==> config.mk <==
export PLATFORM = sky130hd
export DESIGN_NAME = ram_error_location_record
export DESIGN_NICKNAME = d
export VERILOG_FILES = /design/src/core/apb_word_slave.v /design/src/core/loc_field_writer.v /design/src/core/ram_error_location_record.v
export VERILOG_INCLUDE_DIRS = /design/src /design/src/include
export SDC_FILE = /design/constraint.sdc
export NUM_CORES = 1
export LEC_CHECK = 0
export ABC_AREA = 1
export BUFFER_PORTS_ARGS = -buffer_cell sky130_fd_sc_hd__buf_2
export CAP_MARGIN = 10
export CORE_MARGIN = 1
export CORE_UTILIZATION = 48
export CTS_BUF_LIST = sky130_fd_sc_hd__clkbuf_4
export DETAILED_ROUTE_END_ITERATION = 8
export HOLD_SLACK_MARGIN = 0.08
export PLACE_DENSITY = 0.77
export SYNTH_ARGS = -nofsm -noshare
export SYNTH_HDL_FRONTEND = slang
export SYNTH_SLANG_ARGS = --single-unit
==> constraint.sdc <==
create_clock -name sys_clk -period 2.15 [get_ports sys_clk]
set_input_delay 0.215 -clock sys_clk [delete_from_list [all_inputs] [get_ports sys_clk]]
set_output_delay 0.215 -clock sys_clk [all_outputs]
set_load 0.01 [all_outputs]
==> src/include/ram_error_location_defs.vh <==
// Constants for the RAM error location record: register map, field layout, controls.
// Assumes inclusion by the core files only; holds definitions and nothing else.
`ifndef RAM_ERROR_LOCATION_DEFS_VH
`define RAM_ERROR_LOCATION_DEFS_VH
// Byte offsets of the 64-bit registers
`define LOC_OFFSET 12'h028
`define SPARE_A_OFFSET 12'h030
`define SPARE_B_OFFSET 12'h038
// Local control and status register (own map)
`define CTRL_OFFSET 12'h040
// Word offsets within a 64-bit register
`define WORD_LO 3'h0
`define WORD_HI 3'h4
// Location field positions
`define BITIDX_HI 59
`define BITIDX_LO 52
`define BITVAL_BIT 51
`define GRAN_HI 45
`define GRAN_LO 44
`define ROW_HI 35
`define ROW_LO 20
`define SUBP_HI 17
`define SUBP_LO 16
`define BANK_HI 12
`define BANK_LO 8
`define ARRAY_HI 3
`define ARRAY_LO 0
// Mask of implemented location bits; reserved bits read zero
`define LOC_IMPL_MASK 64'h0ff8_300f_fff3_1f0f
// Mask of location bits left writable under lock while injection allows it
`define INJ_WR_MASK 64'h0000_0000_0000_0000
// Array identifiers
`define ARR_L2_DATA 4'h8
`define ARR_L2_TAG 4'h9
`define ARR_L2_BUF 4'ha
`define ARR_DUP_TAG 4'hb
`define ARR_L2_TLB 4'hc
// Control register bits
`define CTRL_INJ_EN_BIT 0
`define CTRL_INJ_MV_BIT 1
`define CTRL_VALID_BIT 8
`define CTRL_INJECT_BIT 9
`define LOC_RESET 64'h0000_0000_0000_0000
`endif

==> src/core/apb_word_slave.v <==
// APB slave front end: single-cycle answer, decodes word writes and reads.
// Assumes an APB master on sys_clk; data mux comes from the parent.
`timescale 1ns/1ps
module apb_word_slave
(
  input wire sys_clk,
  input wire sys_rst,
  input wire clk_en,
  input wire psel,
  input wire penable,
  input wire pwrite,
  input wire [11:0] paddr,
  input wire [31:0] pwdata,
  input wire [31:0] rd_word,
  input wire rd_hit,
  output reg pready,
  output reg [31:0] prdata,
  output reg pslverr,
  output wire wr_stb,
  output wire rd_stb
);
  // Access phase accepted this cycle (pready answers same access)
  assign wr_stb = psel & penable & pwrite & ~pready;
  assign rd_stb = psel & penable & ~pwrite & ~pready;
  //////////////////////////////////////////////////////////////////////////////
  // Answer one cycle into the access phase
  always @(posedge sys_clk or posedge sys_rst)
  begin
    if (sys_rst)
    begin
      pready <= 1'b0;
      prdata <= 32'h0000_0000;
      pslverr <= 1'b0;
    end
    else if (clk_en)
    begin
      if (psel & penable & ~pready)
      begin
        // Complete the transfer
        pready <= 1'b1;
        prdata <= pwrite ? 32'h0000_0000 : rd_word;
        pslverr <= ~rd_hit;
      end
      else
      begin
        // Idle or just completed
        pready <= 1'b0;
        pslverr <= 1'b0;
      end
    end
  end
endmodule // apb_word_slave

==> src/core/loc_field_writer.v <==
// Merges a software word write into the location record.
// Assumes the parent provides the lock state and the writable mask.
`timescale 1ns/1ps
`include "ram_error_location_defs.vh"
module loc_field_writer
(
  input wire [63:0] cur,
  input wire [31:0] wdata,
  input wire hi_word,
  input wire locked,
  input wire [63:0] inj_mask,
  output reg [63:0] nxt
);
  reg [63:0] wide; // Write data at its word position
  reg [63:0] lane; // Word lane selected
  reg [63:0] wmask; // Bits the write may change
  //////////////////////////////////////////////////////////////////////////////
  // Combine lane, lock and reserved masks
  always @*
  begin
    wide = hi_word ? {wdata, 32'h0000_0000} : {32'h0000_0000, wdata};
    lane = hi_word ? 64'hffff_ffff_0000_0000 : 64'h0000_0000_ffff_ffff;
    wmask = locked ? (lane & inj_mask) : lane;
    wmask = wmask & `LOC_IMPL_MASK;
    nxt = (cur & ~wmask) | (wide & wmask);
  end
endmodule // loc_field_writer

==> src/core/ram_error_location_record.v <==
// RAM error location record: 64-bit location syndrome and two spare registers.
// Assumes an APB master on sys_clk and error capture logic on the same clock.
// Summary of operation
// - Location register at 0x28, 64 bits
// - Bits 59:52 hold error bit index
// - Bit 51 flags bit index valid
// - Bit index reads zero while invalid
// - Bits 45:44 hold protection granule
// - Bits 35:20 hold 16-bit row
// - Bits 17:16 hold sub-partition
// - Bits 12:8 hold bank
// - Bits 3:0 identify failing array
// - Fields read-only while syndrome valid set
// - Spare registers 0x30, 0x38 read zero
// - No accumulating syndrome held; nothing stays writable under lock
// - Injection leaves no field writable under lock (INJ_WR_MASK is zero)
// - Capture with injection enabled pulses injected_record
`timescale 1ns/1ps
`include "ram_error_location_defs.vh"
module ram_error_location_record
(
  input wire sys_clk,
  input wire sys_rst,
  input wire clk_en,
  input wire psel,
  input wire penable,
  input wire pwrite,
  input wire [11:0] paddr,
  input wire [31:0] pwdata,
  output wire pready,
  output wire [31:0] prdata,
  output wire pslverr,
  input wire cap_valid,
  input wire [3:0] cap_array,
  input wire [4:0] cap_bank,
  input wire [1:0] cap_sub_partition,
  input wire [15:0] cap_row,
  input wire [1:0] cap_granule,
  input wire cap_bit_index_valid,
  input wire [7:0] cap_error_bit_index,
  input wire misc_syndrome_valid,
  output reg injected_record
);
  //////////////////////////////////////////////////////////////////////////////
  // Storage
  reg [63:0] loc_q; // Location record
  reg [63:0] loc_d;
  reg [1:0] ctrl_q; // Injection enable, injection syndrome feature
  reg mv_sync_a_q; // Syndrome valid synchroniser stages
  reg mv_q;
  wire [63:0] loc_wr;
  wire wr_stb;
  reg [31:0] rd_word;
  reg rd_hit;
  wire hi_word;
  wire [63:0] loc_view;
  wire locked;
  wire inj_allow;
  assign hi_word = paddr[2];
  assign locked = mv_q;
  assign inj_allow = ctrl_q[`CTRL_INJ_EN_BIT] & ctrl_q[`CTRL_INJ_MV_BIT];
  //////////////////////////////////////////////////////////////////////////////
  // Address decode helper
  function is_reg;
    input [11:0] a;
    input [11:0] base;
    begin
      is_reg = (a[11:3] == base[11:3]) && (a[1:0] == 2'b00);
    end
  endfunction
  //////////////////////////////////////////////////////////////////////////////
  // Bus front end
  apb_word_slave u_bus
  (
    .sys_clk(sys_clk),
    .sys_rst(sys_rst),
    .clk_en(clk_en),
    .psel(psel),
    .penable(penable),
    .pwrite(pwrite),
    .paddr(paddr),
    .pwdata(pwdata),
    .rd_word(rd_word),
    .rd_hit(rd_hit),
    .pready(pready),
    .prdata(prdata),
    .pslverr(pslverr),
    .wr_stb(wr_stb),
    .rd_stb()
  );
  //////////////////////////////////////////////////////////////////////////////
  // Software write merge
  loc_field_writer u_writer
  (
    .cur(loc_q),
    .wdata(pwdata),
    .hi_word(hi_word),
    .locked(locked),
    .inj_mask(inj_allow ? `INJ_WR_MASK : 64'h0000_0000_0000_0000),
    .nxt(loc_wr)
  );
  //////////////////////////////////////////////////////////////////////////////
  // Syndrome valid comes from the status block elsewhere; synchronise it
  always @(posedge sys_clk or posedge sys_rst)
  begin
    if (sys_rst)
    begin
      mv_sync_a_q <= 1'b0;
      mv_q <= 1'b0;
    end
    else if (clk_en)
    begin
      mv_sync_a_q <= misc_syndrome_valid;
      mv_q <= mv_sync_a_q;
    end
  end
  //////////////////////////////////////////////////////////////////////////////
  // Next location value: capture wins over a software write
  always @*
  begin
    loc_d = loc_q;
    if (cap_valid && !locked)
    begin
      loc_d[`ARRAY_HI:`ARRAY_LO] = cap_array;
      loc_d[`BANK_HI:`BANK_LO] = cap_bank;
      loc_d[`SUBP_HI:`SUBP_LO] = cap_sub_partition;
      loc_d[`ROW_HI:`ROW_LO] = cap_row;
      loc_d[`GRAN_HI:`GRAN_LO] = cap_granule;
      loc_d[`BITVAL_BIT] = cap_bit_index_valid;
      loc_d[`BITIDX_HI:`BITIDX_LO] = cap_error_bit_index;
    end
    else if (wr_stb && is_reg(paddr, `LOC_OFFSET))
    begin
      loc_d = loc_wr;
    end
  end
  //////////////////////////////////////////////////////////////////////////////
  // Location and control registers
  always @(posedge sys_clk or posedge sys_rst)
  begin
    if (sys_rst)
    begin
      loc_q <= `LOC_RESET;
      ctrl_q <= 2'b00;
      injected_record <= 1'b0;
    end
    else if (clk_en)
    begin
      loc_q <= loc_d;
      injected_record <= cap_valid & ~locked & ctrl_q[`CTRL_INJ_EN_BIT];
      if (wr_stb && is_reg(paddr, `CTRL_OFFSET) && !hi_word)
      begin
        ctrl_q <= {pwdata[`CTRL_INJ_MV_BIT], pwdata[`CTRL_INJ_EN_BIT]};
      end
    end
  end
  //////////////////////////////////////////////////////////////////////////////
  // Read view and read mux
  // Bit index hidden while invalid
  assign loc_view = loc_q[`BITVAL_BIT] ? (loc_q & `LOC_IMPL_MASK) :
                    (loc_q & `LOC_IMPL_MASK & 64'hf00f_ffff_ffff_ffff);
  always @*
  begin
    rd_word = 32'h0000_0000;
    rd_hit = 1'b1;
    if (is_reg(paddr, `LOC_OFFSET))
    begin
      rd_word = hi_word ? loc_view[63:32] : loc_view[31:0];
    end
    // Spare registers read zero, writes dropped
    else if (is_reg(paddr, `SPARE_A_OFFSET) || is_reg(paddr, `SPARE_B_OFFSET))
    begin
      rd_word = 32'h0000_0000;
    end
    else if (is_reg(paddr, `CTRL_OFFSET))
    begin
      if (!hi_word)
      begin
        rd_word[`CTRL_INJ_EN_BIT] = ctrl_q[`CTRL_INJ_EN_BIT];
        rd_word[`CTRL_INJ_MV_BIT] = ctrl_q[`CTRL_INJ_MV_BIT];
        rd_word[`CTRL_VALID_BIT] = mv_q;
        rd_word[`CTRL_INJECT_BIT] = injected_record;
      end
    end
    else
    begin
      // Unmapped address answers with an error
      rd_hit = 1'b0;
    end
  end
  // No accumulating counters live here; nothing else to keep writable
endmodule // ram_error_location_record

==> flow_results.xml <==
<?xml version="1.0" encoding="UTF-8"?>
<metrics>
  <group name="logic_synthesis">
    <metric name="post_synth_inst_count" unit="">506</metric>
    <metric name="yosysSeqAreaShare" unit="">0.469</metric>
    <metric name="synthTopCellsByArea" unit="">sky130_fd_sc_hd__dfrtp_1 47%, sky130_fd_sc_hd__nand2_1 21%, sky130_fd_sc_hd__nand3_1 14%</metric>
    <metric name="post_synth.cell_area_avg" unit="um^2">7.39</metric>
    <metric name="yosys_register_bits" unit="">70</metric>
    <metric name="yosysWarnings" unit="">0</metric>
    <metric name="cell_area_after_synthesis" unit="um^2">3740</metric>
    <metric name="yosysTopAreaCellShare" unit="">0.469</metric>
    <metric name="synth.distinct_cells" unit="">25</metric>
    <metric name="synth_area_leader_cell" unit="">sky130_fd_sc_hd__dfrtp_1</metric>
  </group>
  <group name="pwr">
    <metric name="irDropWorstVdd" unit="mV">0.243</metric>
    <metric name="static-leakage-power" unit="nW">2.57</metric>
    <metric name="post-layout-total-power" unit="mW">2.93</metric>
    <metric name="power_per_cell_area" unit="nW/um^2">656</metric>
  </group>
  <group name="floorplan">
    <metric name="floorplan.die_area" unit="um^2">8140</metric>
    <metric name="std_cell_rows" unit="">31</metric>
    <metric name="boundaryPins" unit="">125</metric>
    <metric name="die_w" unit="um">90.2</metric>
    <metric name="die_y" unit="um">90.2</metric>
    <metric name="floorplan.initialDensity" unit="">0.504</metric>
    <metric name="design.core.area" unit="um^2">7410</metric>
  </group>
  <group name="clocking">
    <metric name="worst_skew_pair.late_latency" unit="ns">0.40</metric>
    <metric name="h-tree-depth" unit="">3</metric>
    <metric name="postCtsSetupRepairBufs" unit="">0</metric>
    <metric name="cts_made_buffers" unit="">9</metric>
    <metric name="clockRootBuffer" unit="">sky130_fd_sc_hd__clkbuf_4</metric>
    <metric name="cts_sinks" unit="">70</metric>
    <metric name="cts.clk_slew.worst_paths" unit="ns">0.10</metric>
    <metric name="ctsResizeCount" unit="">0</metric>
    <metric name="cts_tree" unit="">built</metric>
    <metric name="clk_path_buf_depth" unit="">2</metric>
  </group>
  <group name="flow_run">
    <metric name="drv_cap" unit="">0</metric>
  </group>
  <group name="layout">
    <metric name="design_area" unit="um^2">4460</metric>
    <metric name="nNetsFinal" unit="">698</metric>
    <metric name="final_layout_size_suffix_gt1_frac" unit="">0.240</metric>
    <metric name="fill_cells" unit="">701</metric>
    <metric name="layout.cells.most_common_list" unit="">208 x sky130_fd_sc_hd__nand2_1, 110 x sky130_fd_sc_hd__buf_2, 103 x sky130_fd_sc_hd__nand3_1</metric>
    <metric name="diodes" unit="">0</metric>
    <metric name="final_common_cell" unit="">sky130_fd_sc_hd__nand2_1</metric>
    <metric name="flow.area_growth_from_synthesis" unit="%">19.4</metric>
  </group>
  <group name="critical_path">
    <metric name="max_stage_delay" unit="ns">0.43</metric>
    <metric name="worstPathRequired" unit="ns">2.49</metric>
    <metric name="criticalPathCategory" unit="">flop to flop</metric>
    <metric name="timing.critical_path.from_type" unit="">flop</metric>
    <metric name="cp_slowest_cell" unit="">sky130_fd_sc_hd__nand2_2</metric>
    <metric name="critPathMaxFanout" unit="">23</metric>
    <metric name="timing.critical_path.cells" unit="">nor2_1 &gt; inv_1 &gt; nand2_1 &gt; nand2_2 &gt; nand2_1 &gt; nand2_1</metric>
    <metric name="critPathArrivalTime" unit="ns">2.10</metric>
    <metric name="setup.worst_path.end_class" unit="">flop</metric>
    <metric name="crit_top_cell" unit="">sky130_fd_sc_hd__nand2_1</metric>
    <metric name="worstRegToRegCells" unit="">6</metric>
  </group>
  <group name="sta">
    <metric name="setup_violations" unit="">0</metric>
    <metric name="grt_setup_unrepaired" unit="">false</metric>
    <metric name="tightest_slew" unit="ns">0.538</metric>
    <metric name="fin_tns_setup" unit="ns">0</metric>
    <metric name="clock_skew" unit="ns">0.00881</metric>
    <metric name="achievable-frequency" unit="MHz">569</metric>
    <metric name="period_share" unit="">0.818</metric>
    <metric name="finalWorstPathRequiredPeriod" unit="ns">1.76</metric>
    <metric name="whs" unit="ns">0.132</metric>
    <metric name="slew_headroom" unit="">0.641</metric>
    <metric name="finalHoldViolCount" unit="">0</metric>
    <metric name="finalMaxSlewViolations" unit="">0</metric>
  </group>
  <group name="outcome">
    <metric name="run_status" unit="">completed</metric>
  </group>
  <group name="hold_path">
    <metric name="worst_hold_path_type" unit="">primary input to flop</metric>
    <metric name="min_delay_path_depth" unit="">3</metric>
  </group>
  <group name="global_routing">
    <metric name="vias_in_the_first_global_route" unit="">3255</metric>
    <metric name="grt_first_pass_wirelength" unit="um">15400</metric>
    <metric name="globalRouteTotalUtil" unit="">0.232</metric>
    <metric name="antenna_found_initial" unit="">0</metric>
    <metric name="maximum_number_of_pins_on_one_net_before_global_route_repair" unit="">47</metric>
    <metric name="grt-ovfl-total" unit="">0</metric>
  </group>
  <group name="detailed_routing">
    <metric name="detailedRoute.firstIterationViolations" unit="">253</metric>
    <metric name="finalWirelength" unit="um">8950</metric>
    <metric name="detail_route.first_pass.iterations" unit="">5</metric>
    <metric name="detail_route.wl_per_cell" unit="um">12.6</metric>
    <metric name="drcViolationCount" unit="">0</metric>
    <metric name="via_per_inst" unit="">5.05</metric>
    <metric name="dr_total_vias" unit="">3597</metric>
    <metric name="ant_nets" unit="">0</metric>
  </group>
  <group name="placed_design">
    <metric name="post_dp_area" unit="um^2">4300</metric>
    <metric name="numPortBuffers" unit="">110</metric>
    <metric name="detailedPlacementHpwl" unit="um">6800</metric>
    <metric name="gp_congestion" unit="">0.813</metric>
  </group>
</metrics>
## area by class of cell
class,count,area [um^2],share of cell area
clock buffer,11,82.6,0.0185
clock inverter,5,50.0,0.0112
inverter,18,67.6,0.0151
multi-input combinational,387,1720,0.387
sequential,70,1750,0.393
tap,99,124,0.0278
timing repair buffer,122,661,0.148
## Yosys cell counts
library cell,count
sky130_fd_sc_hd__inv_2,1
sky130_fd_sc_hd__nand2_1,208
sky130_fd_sc_hd__nor3_4,1
sky130_fd_sc_hd__or2_2,1
sky130_fd_sc_hd__nor2_4,1
sky130_fd_sc_hd__nand2_2,3
sky130_fd_sc_hd__buf_4,10
sky130_fd_sc_hd__a22o_1,1
sky130_fd_sc_hd__mux2_2,1
sky130_fd_sc_hd__mux2i_1,3
sky130_fd_sc_hd__o22ai_1,1
sky130_fd_sc_hd__nand3_2,1
sky130_fd_sc_hd__clkinv_1,1
sky130_fd_sc_hd__nand3_1,103
sky130_fd_sc_hd__o21ai_0,38
sky130_fd_sc_hd__nor2_2,3
sky130_fd_sc_hd__buf_6,3
sky130_fd_sc_hd__nand4_1,4
sky130_fd_sc_hd__nand2_4,1
sky130_fd_sc_hd__inv_1,16
sky130_fd_sc_hd__clkbuf_1,10
sky130_fd_sc_hd__buf_2,14
sky130_fd_sc_hd__nor2_1,10
sky130_fd_sc_hd__conb_1,1
sky130_fd_sc_hd__dfrtp_1,70
## final timing paths
kind	startpoint	endpoint	slack, ns
worst max-delay path	locked$_DFFE_PP0P_	flop	0.39
worst min-delay path	pwdata[1]	ctrl_q[1]$_DFFE_PP0P_	0.13
worst max register to register	locked$_DFFE_PP0P_	flop	0.39
worst min register to register	flop	u_bus.prdata[16]$_DFFE_PP0P_	0.48
max in group asynchronous	sys_rst	u_bus.prdata[10]$_DFFE_PP0P_	1.13
min in group asynchronous	sys_rst	u_bus.prdata[28]$_DFFE_PP0P_	0.40
## cell families (layout without fill, tap and decap cells)
kind of cell	Yosys count	count (layout)	share of synthesized area
and+or+nand+nor	336	336	0.388
other	1	7	0.00100
AOI/OAI and AO/OA	40	40	0.0549
DFF	70	70	0.469
muxes	4	4	0.0110
buffers and inverters	55	156	0.0760
## worst max-delay path, delay by kind of cell (launching register included)
| kind | cells | cell delay, ns |
|---|---|---|
| buffers and inverters | 1 | 0.28 |
| flip-flops | 1 | 0.41 |
| AND/OR/NAND/NOR | 5 | 1.01 |
## routing by layer
| metal | vias up | wire, um | track usage |
|---|---|---|---|
| li1 | 1838 | - | - |
| met1 | 1610 | 4550 | 0.352 |
| met2 | 143 | 3770 | 0.347 |
| met3 | 6 | 573 | 0.0423 |
| met4 | 0 | 59 | 0.0484 |
| met5 | - | 0 | 0 |
## what timing repair did
item                                   CTS  global route
hold buffers                             3             0
setup endpoints to repair                0             0
endpoints found under the hold margin   26             0
## where the power goes
part | leakage [nW] | internal (mW) | total, mW | switching, mW
clock network | 0.0719 | 0.372 | 0.804 | 0.431
registers | 0.944 | 1.48 | 1.59 | 0.103
logic | 1.55 | 0.202 | 0.539 | 0.337
total | 2.57 | 2.06 | 2.93 | 0.871
## per-stage QoR
stage          setup WS (ns)  std cells   util
2_1_floorplan          0.167        512      -
3_3_place_gp           0.364        693  0.580
3_5_place_dp           0.330        693  0.580
4_1_cts                0.384        712  0.602
5_1_grt                0.105        712  0.602
6_report               0.392        712  0.602
No activity file was read; power rests on OpenSTA's default activity.
